`src/core/pfm_params.svh`:
```
/*
 * Constants for the port function mode logic: field positions inside a
 * port configuration word, reset values and the settle figure.
 * Assumes it is included by bare name from the package and the design.
 */
`ifndef PFM_PARAMS_SVH
`define PFM_PARAMS_SVH

// Configuration word layout
`define PFM_MODE_MSB 15
`define PFM_MODE_LSB 12
`define PFM_INV_BIT 11
`define PFM_REF_BIT 11
`define PFM_RANGE_MSB 10
`define PFM_RANGE_LSB 8
`define PFM_AVG_MSB 7
`define PFM_AVG_LSB 5
`define PFM_LINK_MSB 3
`define PFM_LINK_LSB 0

// Range codes that select the low monitoring input range
`define PFM_RANGE_LOW_A 3'h4
`define PFM_RANGE_LOW_B 3'h6

// Reset values and the low-range clip code
`define PFM_CFG_RESET 16'h0000
`define PFM_DAC_RESET 12'h000
`define PFM_CLIP_CODE 12'h7ff

// Host settle time for a converter level, in ns, and cycles at 50 ns
`define PFM_SETTLE_NS 1000000
`define PFM_CLK_NS 50
`define PFM_SETTLE_CYCLES (`PFM_SETTLE_NS / `PFM_CLK_NS)

`endif

```
`src/core/pfm_pkg.sv`:
```
/*
 * Types for the port function mode logic: the mode code enumeration.
 * Assumes pfm_params.svh sits beside it.
 */
`include "pfm_params.svh"

package pfm_pkg;

    // Port function codes, four bits wide
    typedef enum logic [3:0] {
        PFM_HIZ = 4'h0,
        PFM_GPI = 4'h1,
        PFM_BIDIR = 4'h2,
        PFM_REG_OUT = 4'h3,
        PFM_FWD_OUT = 4'h4,
        PFM_ANA_OUT = 4'h5,
        PFM_ANA_MON = 4'h6,
        PFM_ADC_SE = 4'h7,
        PFM_ADC_DIFF = 4'h8
    } pfm_mode_type;

endpackage : pfm_pkg

```
`src/core/pfm_port_mode.sv`:
```
/*
 * Port function mode logic for twelve mixed-signal ports: holds each port's
 * configuration and converter data words, routes digital output levels,
 * picks forwarding sources, clips converter codes and stores results.
 * Assumes analog converters, comparators and the serial interface sit
 * outside; port_input_bits arrive from pins and are synchronised here.
 */
// Function
// - Mode 3 drives output_level_bits bit digitally
// - Mode 4 forwards linked input port value
// - Invert flag inverts forwarded value
// - Many outputs may share one source
// - Mode 5 drives analog level from data
// - Mode 6 adds sampling and result storage
// - Mode 6 low range clips data code
// - Mode 6 uses reference and range fields
// - Mode 7 is single-ended converter input
// - Mode 8 is differential positive input
// - Mode code in config bits 15:12
// - Mode 0 leaves the port undriven
`timescale 1ns/1ps
`include "pfm_params.svh"

module pfm_port_mode
    import pfm_pkg::*;
#(
    parameter int NUM_PORTS = 12,
    parameter int DATA_W = 12,
    parameter logic [11:0] CLIP_CODE = `PFM_CLIP_CODE
) (
    input wire logic ref_clk,
    input wire logic rst,
    input wire logic ce,
    input wire logic cfg_wr,
    input wire logic [3:0] cfg_wr_port,
    input wire logic [15:0] cfg_wr_data,
    input wire logic dac_wr,
    input wire logic [3:0] dac_wr_port,
    input wire logic [DATA_W-1:0] dac_wr_data,
    input wire logic [NUM_PORTS-1:0] output_level_bits,
    input wire logic [NUM_PORTS-1:0] port_input_bits,
    input wire logic adc_done,
    input wire logic [3:0] adc_done_port,
    input wire logic [DATA_W-1:0] adc_done_data,
    input wire logic [3:0] result_rd_port,
    output logic [DATA_W-1:0] result_rd_data,
    output logic [NUM_PORTS-1:0] port_drive_en,
    output logic [NUM_PORTS-1:0] port_digital,
    output logic [NUM_PORTS-1:0] port_level,
    output logic [NUM_PORTS-1:0] port_analog,
    output logic [NUM_PORTS-1:0] port_sample,
    output logic [NUM_PORTS-1:0] port_diff,
    output logic [NUM_PORTS-1:0] conversion_reference_select,
    output logic [NUM_PORTS*3-1:0] port_range,
    output logic [NUM_PORTS*3-1:0] average_count,
    output logic [NUM_PORTS*4-1:0] port_neg_sel,
    output logic [NUM_PORTS*DATA_W-1:0] port_dac_code
);

    // Stored configuration, converter data and result words
    logic [15:0] cfg_reg [NUM_PORTS];
    logic [15:0] cfg_next [NUM_PORTS];
    logic [DATA_W-1:0] dac_reg [NUM_PORTS];
    logic [DATA_W-1:0] dac_next [NUM_PORTS];
    logic [DATA_W-1:0] res_reg [NUM_PORTS];
    logic [DATA_W-1:0] res_next [NUM_PORTS];
    logic [DATA_W-1:0] rd_reg;
    logic [DATA_W-1:0] rd_next;

    // Pin input synchroniser, two stages
    logic [NUM_PORTS-1:0] in_meta_reg;
    logic [NUM_PORTS-1:0] in_sync_reg;

    // Registered port controls
    logic [NUM_PORTS-1:0] drive_reg, drive_next;
    logic [NUM_PORTS-1:0] dig_reg, dig_next;
    logic [NUM_PORTS-1:0] lvl_reg, lvl_next;
    logic [NUM_PORTS-1:0] ana_reg, ana_next;
    logic [NUM_PORTS-1:0] smp_reg, smp_next;
    logic [NUM_PORTS-1:0] diff_reg, diff_next;
    logic [NUM_PORTS-1:0] ref_reg, ref_next;
    logic [NUM_PORTS*3-1:0] range_reg, range_next;
    logic [NUM_PORTS*3-1:0] avg_reg, avg_next;
    logic [NUM_PORTS*4-1:0] neg_reg, neg_next;
    logic [NUM_PORTS*DATA_W-1:0] code_reg, code_next;

    // Host-side register writes and converter result capture
    always_comb begin
        for (int i = 0; i < NUM_PORTS; i++) begin
            cfg_next[i] = cfg_reg[i];
            dac_next[i] = dac_reg[i];
            res_next[i] = res_reg[i];
            if (cfg_wr && (cfg_wr_port == 4'(i))) begin
                cfg_next[i] = cfg_wr_data;
            end
            if (dac_wr && (dac_wr_port == 4'(i))) begin
                dac_next[i] = dac_wr_data;
            end
            if (adc_done && (adc_done_port == 4'(i))) begin
                case (pfm_mode_type'(cfg_reg[i][`PFM_MODE_MSB:`PFM_MODE_LSB]))
                    PFM_ANA_MON, PFM_ADC_SE, PFM_ADC_DIFF: begin
                        res_next[i] = adc_done_data;
                    end
                    default: begin
                        res_next[i] = res_reg[i];
                    end
                endcase
            end
        end
        rd_next = (result_rd_port < 4'(NUM_PORTS)) ? res_reg[result_rd_port] : '0;
    end

    always_ff @(posedge ref_clk) begin
        if (rst) begin
            for (int i = 0; i < NUM_PORTS; i++) begin
                cfg_reg[i] <= `PFM_CFG_RESET;
                dac_reg[i] <= `PFM_DAC_RESET;
                res_reg[i] <= '0;
            end
            rd_reg <= '0;
        end else if (ce) begin
            for (int i = 0; i < NUM_PORTS; i++) begin
                cfg_reg[i] <= cfg_next[i];
                dac_reg[i] <= dac_next[i];
                res_reg[i] <= res_next[i];
            end
            rd_reg <= rd_next;
        end
    end

    // Two flops before any logic reads the pin inputs
    always_ff @(posedge ref_clk) begin
        if (rst) begin
            in_meta_reg <= '0;
            in_sync_reg <= '0;
        end else if (ce) begin
            in_meta_reg <= port_input_bits;
            in_sync_reg <= in_meta_reg;
        end
    end

    // Per-port decode of mode into drive, level and converter controls
    always_comb begin
        logic [3:0] code;
        logic [3:0] link;
        logic [2:0] rng;
        logic src;
        code = '0;
        link = '0;
        rng = '0;
        src = 1'b0;
        for (int i = 0; i < NUM_PORTS; i++) begin
            code = cfg_reg[i][`PFM_MODE_MSB:`PFM_MODE_LSB];
            link = cfg_reg[i][`PFM_LINK_MSB:`PFM_LINK_LSB];
            rng = cfg_reg[i][`PFM_RANGE_MSB:`PFM_RANGE_LSB];
            // any port may read any source
            src = (link < 4'(NUM_PORTS)) ? in_sync_reg[link] : 1'b0;
            drive_next[i] = 1'b0;
            dig_next[i] = 1'b0;
            lvl_next[i] = 1'b0;
            ana_next[i] = 1'b0;
            smp_next[i] = 1'b0;
            diff_next[i] = 1'b0;
            ref_next[i] = 1'b0;
            range_next[i*3 +: 3] = rng;
            avg_next[i*3 +: 3] = cfg_reg[i][`PFM_AVG_MSB:`PFM_AVG_LSB];
            neg_next[i*4 +: 4] = 4'h0;
            code_next[i*DATA_W +: DATA_W] = dac_reg[i];
            case (pfm_mode_type'(code))
                PFM_REG_OUT: begin
                    drive_next[i] = 1'b1;
                    dig_next[i] = 1'b1;
                    lvl_next[i] = output_level_bits[i];
                end
                PFM_FWD_OUT: begin
                    drive_next[i] = 1'b1;
                    dig_next[i] = 1'b1;
                    lvl_next[i] = src ^ cfg_reg[i][`PFM_INV_BIT];
                end
                PFM_ANA_OUT: begin
                    drive_next[i] = 1'b1;
                    ana_next[i] = 1'b1;
                end
                PFM_ANA_MON: begin
                    drive_next[i] = 1'b1;
                    ana_next[i] = 1'b1;
                    smp_next[i] = 1'b1;
                    ref_next[i] = cfg_reg[i][`PFM_REF_BIT];
                    // guard the pin on low range
                    if ((rng == `PFM_RANGE_LOW_A || rng == `PFM_RANGE_LOW_B)
                            && dac_reg[i] > CLIP_CODE) begin
                        code_next[i*DATA_W +: DATA_W] = DATA_W'(CLIP_CODE);
                    end
                end
                PFM_ADC_SE: begin
                    smp_next[i] = 1'b1;
                end
                PFM_ADC_DIFF: begin
                    smp_next[i] = 1'b1;
                    diff_next[i] = 1'b1;
                    neg_next[i*4 +: 4] = link;
                end
                default: begin
                    drive_next[i] = 1'b0;
                end
            endcase
        end
    end

    // Port controls are registered so every output comes from a flop
    always_ff @(posedge ref_clk) begin
        if (rst) begin
            drive_reg <= '0;
            dig_reg <= '0;
            lvl_reg <= '0;
            ana_reg <= '0;
            smp_reg <= '0;
            diff_reg <= '0;
            ref_reg <= '0;
            range_reg <= '0;
            avg_reg <= '0;
            neg_reg <= '0;
            code_reg <= '0;
        end else if (ce) begin
            drive_reg <= drive_next;
            dig_reg <= dig_next;
            lvl_reg <= lvl_next;
            ana_reg <= ana_next;
            smp_reg <= smp_next;
            diff_reg <= diff_next;
            ref_reg <= ref_next;
            range_reg <= range_next;
            avg_reg <= avg_next;
            neg_reg <= neg_next;
            code_reg <= code_next;
        end
    end

    assign result_rd_data = rd_reg;
    assign port_drive_en = drive_reg;
    assign port_digital = dig_reg;
    assign port_level = lvl_reg;
    assign port_analog = ana_reg;
    assign port_sample = smp_reg;
    assign port_diff = diff_reg;
    assign conversion_reference_select = ref_reg;
    assign port_range = range_reg;
    assign average_count = avg_reg;
    assign port_neg_sel = neg_reg;
    assign port_dac_code = code_reg;

endmodule : pfm_port_mode
```
`config.mk`:
```
export PLATFORM = sky130hd
export DESIGN_NAME = pfm_port_mode
export DESIGN_NICKNAME = d
export VERILOG_FILES = /design/src/core/pfm_pkg.sv /design/src/core/pfm_port_mode.sv
export VERILOG_INCLUDE_DIRS = /design/src /design/src/core
export SDC_FILE = /design/constraint.sdc
export NUM_CORES = 1
export LEC_CHECK = 0
export BUFFER_PORTS_ARGS = -buffer_cell sky130_fd_sc_hd__buf_4
export CORE_UTILIZATION = 40
export CTS_CLUSTER_DIAMETER = 60
export DETAILED_ROUTE_END_ITERATION = 7
export PLACE_DENSITY_LB_ADDON = 0.08
export SLEW_MARGIN = 30
export SYNTH_ARGS = -nofsm -noshare
export SYNTH_HDL_FRONTEND = slang
export SYNTH_SLANG_ARGS = --single-unit
export TNS_END_PERCENT = 20
```
`constraint.sdc`:
```
create_clock -name ref_clk -period 6.5 [get_ports ref_clk]
set_input_delay 0.325 -clock ref_clk [delete_from_list [all_inputs] [get_ports ref_clk]]
set_output_delay 0.325 -clock ref_clk [all_outputs]
set_load 0.005 [all_outputs]
```
== After elaboration in Yosys (flattened, before gate mapping) ==
Memory sizes are Yosys's and may differ from the RTL's.
Cells that the tools add are included.

* Register bits: 384
* RAM bits: 480
* Bits of input ports: 86
* Output and inout port bits: 360
* Memories kept: 3

{| class="wikitable"
|+ Memories
! name !! words !! width !! rd ports !! clocked after Yosys merged registers in !! wr ports !! line !! text
|-
| cfg_reg || 12 || 16 || 12 || 0 || 12 || pfm_port_mode.sv:61 || <nowiki>logic [15:0] cfg_reg [NUM_PORTS];</nowiki>
|-
| dac_reg || 12 || 12 || 12 || 0 || 12 || pfm_port_mode.sv:63 || <nowiki>logic [DATA_W-1:0] dac_reg [NUM_PORTS];</nowiki>
|-
| res_reg || 12 || 12 || 1 || 0 || 12 || pfm_port_mode.sv:65 || <nowiki>logic [DATA_W-1:0] res_reg [NUM_PORTS];</nowiki>
|}

* Magnitude comparators: 37
* Equality and inequality tests: 153
* Mux-type cells: 246
* Bitwise gates (word level): 48
* Reductions and logical operators: 123

{| class="wikitable"
|+ Operators by type and width
! kind !! number
|-
| 12-bit 2-to-1 mux || 85
|-
| 16-bit 2-to-1 mux || 24
|-
| 4-bit by 3-bit == test with 1-bit output (second input constant) || 60
|-
| 12-bit by 11-bit greater-than comparator with 1-bit output (second input constant) || 12
|-
| 1-bit 2-to-1 mux || 101
|-
| 4-bit == test (second input constant) || 24
|-
| 3-bit == test (second input constant) || 24
|-
| 4-bit by 2-bit == test with 1-bit output (second input constant) || 18
|-
| 4-bit by 5-bit less-than comparator with 1-bit output (second input constant) || 12
|-
| 4-bit less-than comparator (second input constant) || 13
|-
| 1-bit binary-select mux with 4-bit select || 12
|-
| 1-bit logical AND || 48
|-
| 4-bit 2-to-1 mux || 12
|-
| 2-bit OR reduction || 24
|-
| 4-bit OR reduction || 12
|-
| 1-bit bitwise OR || 36
|-
| 3-bit AND reduction || 12
|-
| 3-bit OR reduction || 12
|-
| 2-bit inequality test (second input constant) || 12
|-
| 1-bit one-hot mux with 2 select lines || 12
|-
| 4-bit by 1-bit == test with 1-bit output (second input constant) || 3
|-
| 4-bit logical NOT || 3
|-
| 1-bit logical OR || 12
|-
| 1-bit inequality test (second input constant) || 12
|-
| 1-bit XOR || 12
|}

== Longest topological paths before layout ==
* Word-level depth: 5
* Mapped depth: 9
* Mapped depth without buffers: 5

== Worst setup path after synthesis ==
OpenSTA, ideal clock, no wires.

* Path type: input port to flip-flop
* Start: input ce
* End: memory cfg_reg[1][0] (netlist: cfg_reg[0][16]), enable pin
* Library setup time: 0.390 ns
* Arrival time: 2.074 ns
* Setup slack: 4.036 ns
* Stages on the path: 5
* Buffers on the path: 3
* Cell sequence: buf_2 > clkbuf_1 > buf_1 > nand2_1 > o21bai_1

{| class="wikitable"
|+ RTL lines
! what !! line !! text
|-
| start: declaration || pfm_port_mode.sv:33 || <nowiki>input wire logic ce,</nowiki>
|-
| end: declaration || pfm_port_mode.sv:61 ||
|}

==> run metrics <==
status=complete, no violations; Longest Clk Path Bufs=3; Final Core Density=49.8%; CP arrival=3030 ps; Post-Syn Area=33000 µm²; CTS Root Cell=clkbuf_16; register area share after synthesis=65.8%; 1st-pass router iterations=5; Final Cell Area=40800 µm²; post-place instance area=37400 µm²; footprint of the multi-input gates=10700 µm²; power per standard cell area=311 nW/µm²; Yosys top cell by area=edfxtp_1; Die W=289 µm; Final WS setup=3720 ps; setup tns final=0 ps; TritonCTS buffer count=95; storage element area=21700 µm²; Clock Skew=30.1 ps; Crit Path Max Fanout=13; crit path capture type=flop; Net Sw Frac=23.4%; Simple-Gate Fraction of Synth Area=15.8%; CP Cell Sequence=nor2_1 -> nand3b_1 -> a21oi_1 -> and3_1 -> or2_1; fin crit period=2780 ps; Max Slew Vio Count=0; grt ovf=0; final WL=97400 µm; highest clock rate=360 MHz; largest net degree at the start of global routing=169; Vias/cell=5.25; worst vdd ir=196 µV; XOR/XNOR share of the synthesized area=0.451%; FFs w/ async S/R, synth=0%; Initial Utilization=40.3%; # IOs=446; number of global-route vias before repair=22100; post-synthesis mux area share=8.67%; htree depth=3; Worst Max-Slew Pin Slew=932 ps; Detail Route Antenna Nets=0; Flop pwr share=49.1%; Leakage=16.5 nW; Mapped Cells=2698; Hold WC Path Type=in -> reg; number of max-cap violations=0; worst endpoint required time=6760 ps; Final period util=42.7%; top post-synthesis cells by area=edfxtp_1, dfxtp_1, nor2_1, mux2i_1, and2_1; WS Path Type=reg -> reg; leading cell type in the layout, fill and taps excluded=nor2_1; share of the synthesized area in the top cell type=42.5%; Comb pwr share=7.7%; clk sinks=852; power share of the clock group=43.1%; Hold Violations, Final=0; GRT Total Usage=22.9%; Reg clk slew, reported paths=60 ps; RePlAce Congestion=0.852; Largest register FFs=180; I/O Buffers=444; die area=83800 µm²; ys flop type=edfxtp_1; Core Area=82000 µm²; Max transition margin=37.8%; critical path's slowest cell=or2_1; Worst setup SP type=flop; synth unique cells=60; RSZ-0062 raised after global routing=false; via count=22400; FP Rows=105; fin nets=3191; Mapped Nets=2784; Post-synth EDFFs=468; total power=12.7 mW; synthesized flop and latch total=852; fill cell total of the finished layout=7298; Synth Area in Compound Gates=7.01%; CTS tree=done; CP max stage delay=550 ps; initial DRC count=1618; NetSw=2.97 mW; internal power=9.73 mW; Yosys warning total=0; Synth Area per Inst=12.2 µm²; wire length of the first global-routing pass=141000 µm; area grow syn2layout=23.6%; final setup violation count=0; DRC errors left=0; Die H=289 µm; post-DP HPWL=67300 µm; WL per Instance=22.9 µm; Synth Area in Adders=0%; clk_lat worst skew=650 ps; Place WS=3310 ps; CTS resizes=0; share of layout cells above drive strength 1=22.2%; largest family of logic cells by synthesized area=simple AND/OR/NAND/NOR gates; antenna violations before repair=2; most frequent cells in the layout=nor2_1, edfxtp_1, buf_4
==> routing by layer <==
metal | up-vias | wire [µm] | track usage [%]
met4 | 0 | 2550 | 7.20
li1 | 10500 | - | -
met5 | - | 0 | 0
met2 | 706 | 47100 | 37.9
met1 | 11100 | 40700 | 29.4
met3 | 142 | 7030 | 5.60
==> critical path, delay by kind of cell, from the launching register on <==
kind	cells	cell delay (ps)
compound gates	1	370
simple gates	4	1570
flops	1	450
==> power by group through the flow <==
| stage | logic [mW] | clock network (mW) | registers, mW |
|---|---|---|---|
| 3_3_place_gp | 0.966 | 0 | 6.34 |
| 6_report | 0.984 | 5.48 | 6.24 |
| 2_1_floorplan | 0.530 | 0 | 6.28 |
| 5_1_grt | 1.08 | 5.80 | 6.28 |
| 4_1_cts | 0.997 | 5.58 | 6.24 |
| 3_5_place_dp | 0.988 | 0 | 6.35 |
==> cell families after synthesis <==
| kind of cell | after synthesis |
|---|---|
| flip-flops | 852 |
| buffers and inverters | 189 |
| AND/OR/NAND/NOR | 1076 |
| AO/OA/AOI/OAI | 329 |
| XOR/XNOR | 17 |
| multiplexers | 235 |
==> per-stage QoR <==
stage	std cells	hold WS [ps]
2_1_floorplan	2698	451
3_3_place_gp	4066	435
3_5_place_dp	4066	441
4_1_cts	4257	35.3
5_1_grt	4259	61.2
6_report	4260	83.8
==> cell usage after synthesis, types with 8 or more instances <==
cell       instances
o21bai_1          15
mux4_2            35
nor4b_1            9
mux2i_1          164
nand3b_1          34
a2bb2oi_1         12
o21ai_0           19
nor2_1           475
mux2_1            15
a21boi_0          10
and3_1             9
buf_2             36
o21ai_1           13
nor3_1           137
nor2b_1           52
nand2_1          106
a221oi_1          12
edfxtp_1         468
mux2_2            19
a21o_1            38
a211oi_1          23
and2_1           177
a31oi_1            9
buf_1             11
clkbuf_1         123
a21oi_1           82
inv_1             17
or3b_1             8
o22ai_1            8
o31ai_1            9
xor2_1            13
nand3_1           22
dfxtp_1          384
or2_1             17
a22o_1            48
==> timing repair <==
item	in CTS	in global routing
hold buffers	12	0
setup buffers	0	0
endpoints found under the hold margin	12	0
==> worst paths after layout <==
check	start	endpoint	slack (ps)	cells past startpoint
min	output_level_bits[5]	port_level[5]$_SDFFE_PP0P_	80	3
max	cfg_reg[1][45]$_DFFE_PP_	res_reg[6][6]$_SDFFCE_PN0P_	3720	5
min reg2reg	port_diff[2]$_SDFFE_PP0P_	port_diff[2]$_SDFFE_PP0P_	450	1
max reg2reg	cfg_reg[1][45]$_DFFE_PP_	res_reg[6][6]$_SDFFCE_PN0P_	3720	5
==> layout make-up <==
class,instances,share of cell area [%]
Timing Repair Buffer,481,9.01
Clock inverter,41,1.15
Inverter,18,0.165
Antenna cell,3,0.0184
Sequential cell,852,53.2
Clock buffer,138,6.84
Tap cell,1070,3.28
Multi-Input combinational cell,1657,26.3
No activity file was read; power rests on OpenSTA's default activity.
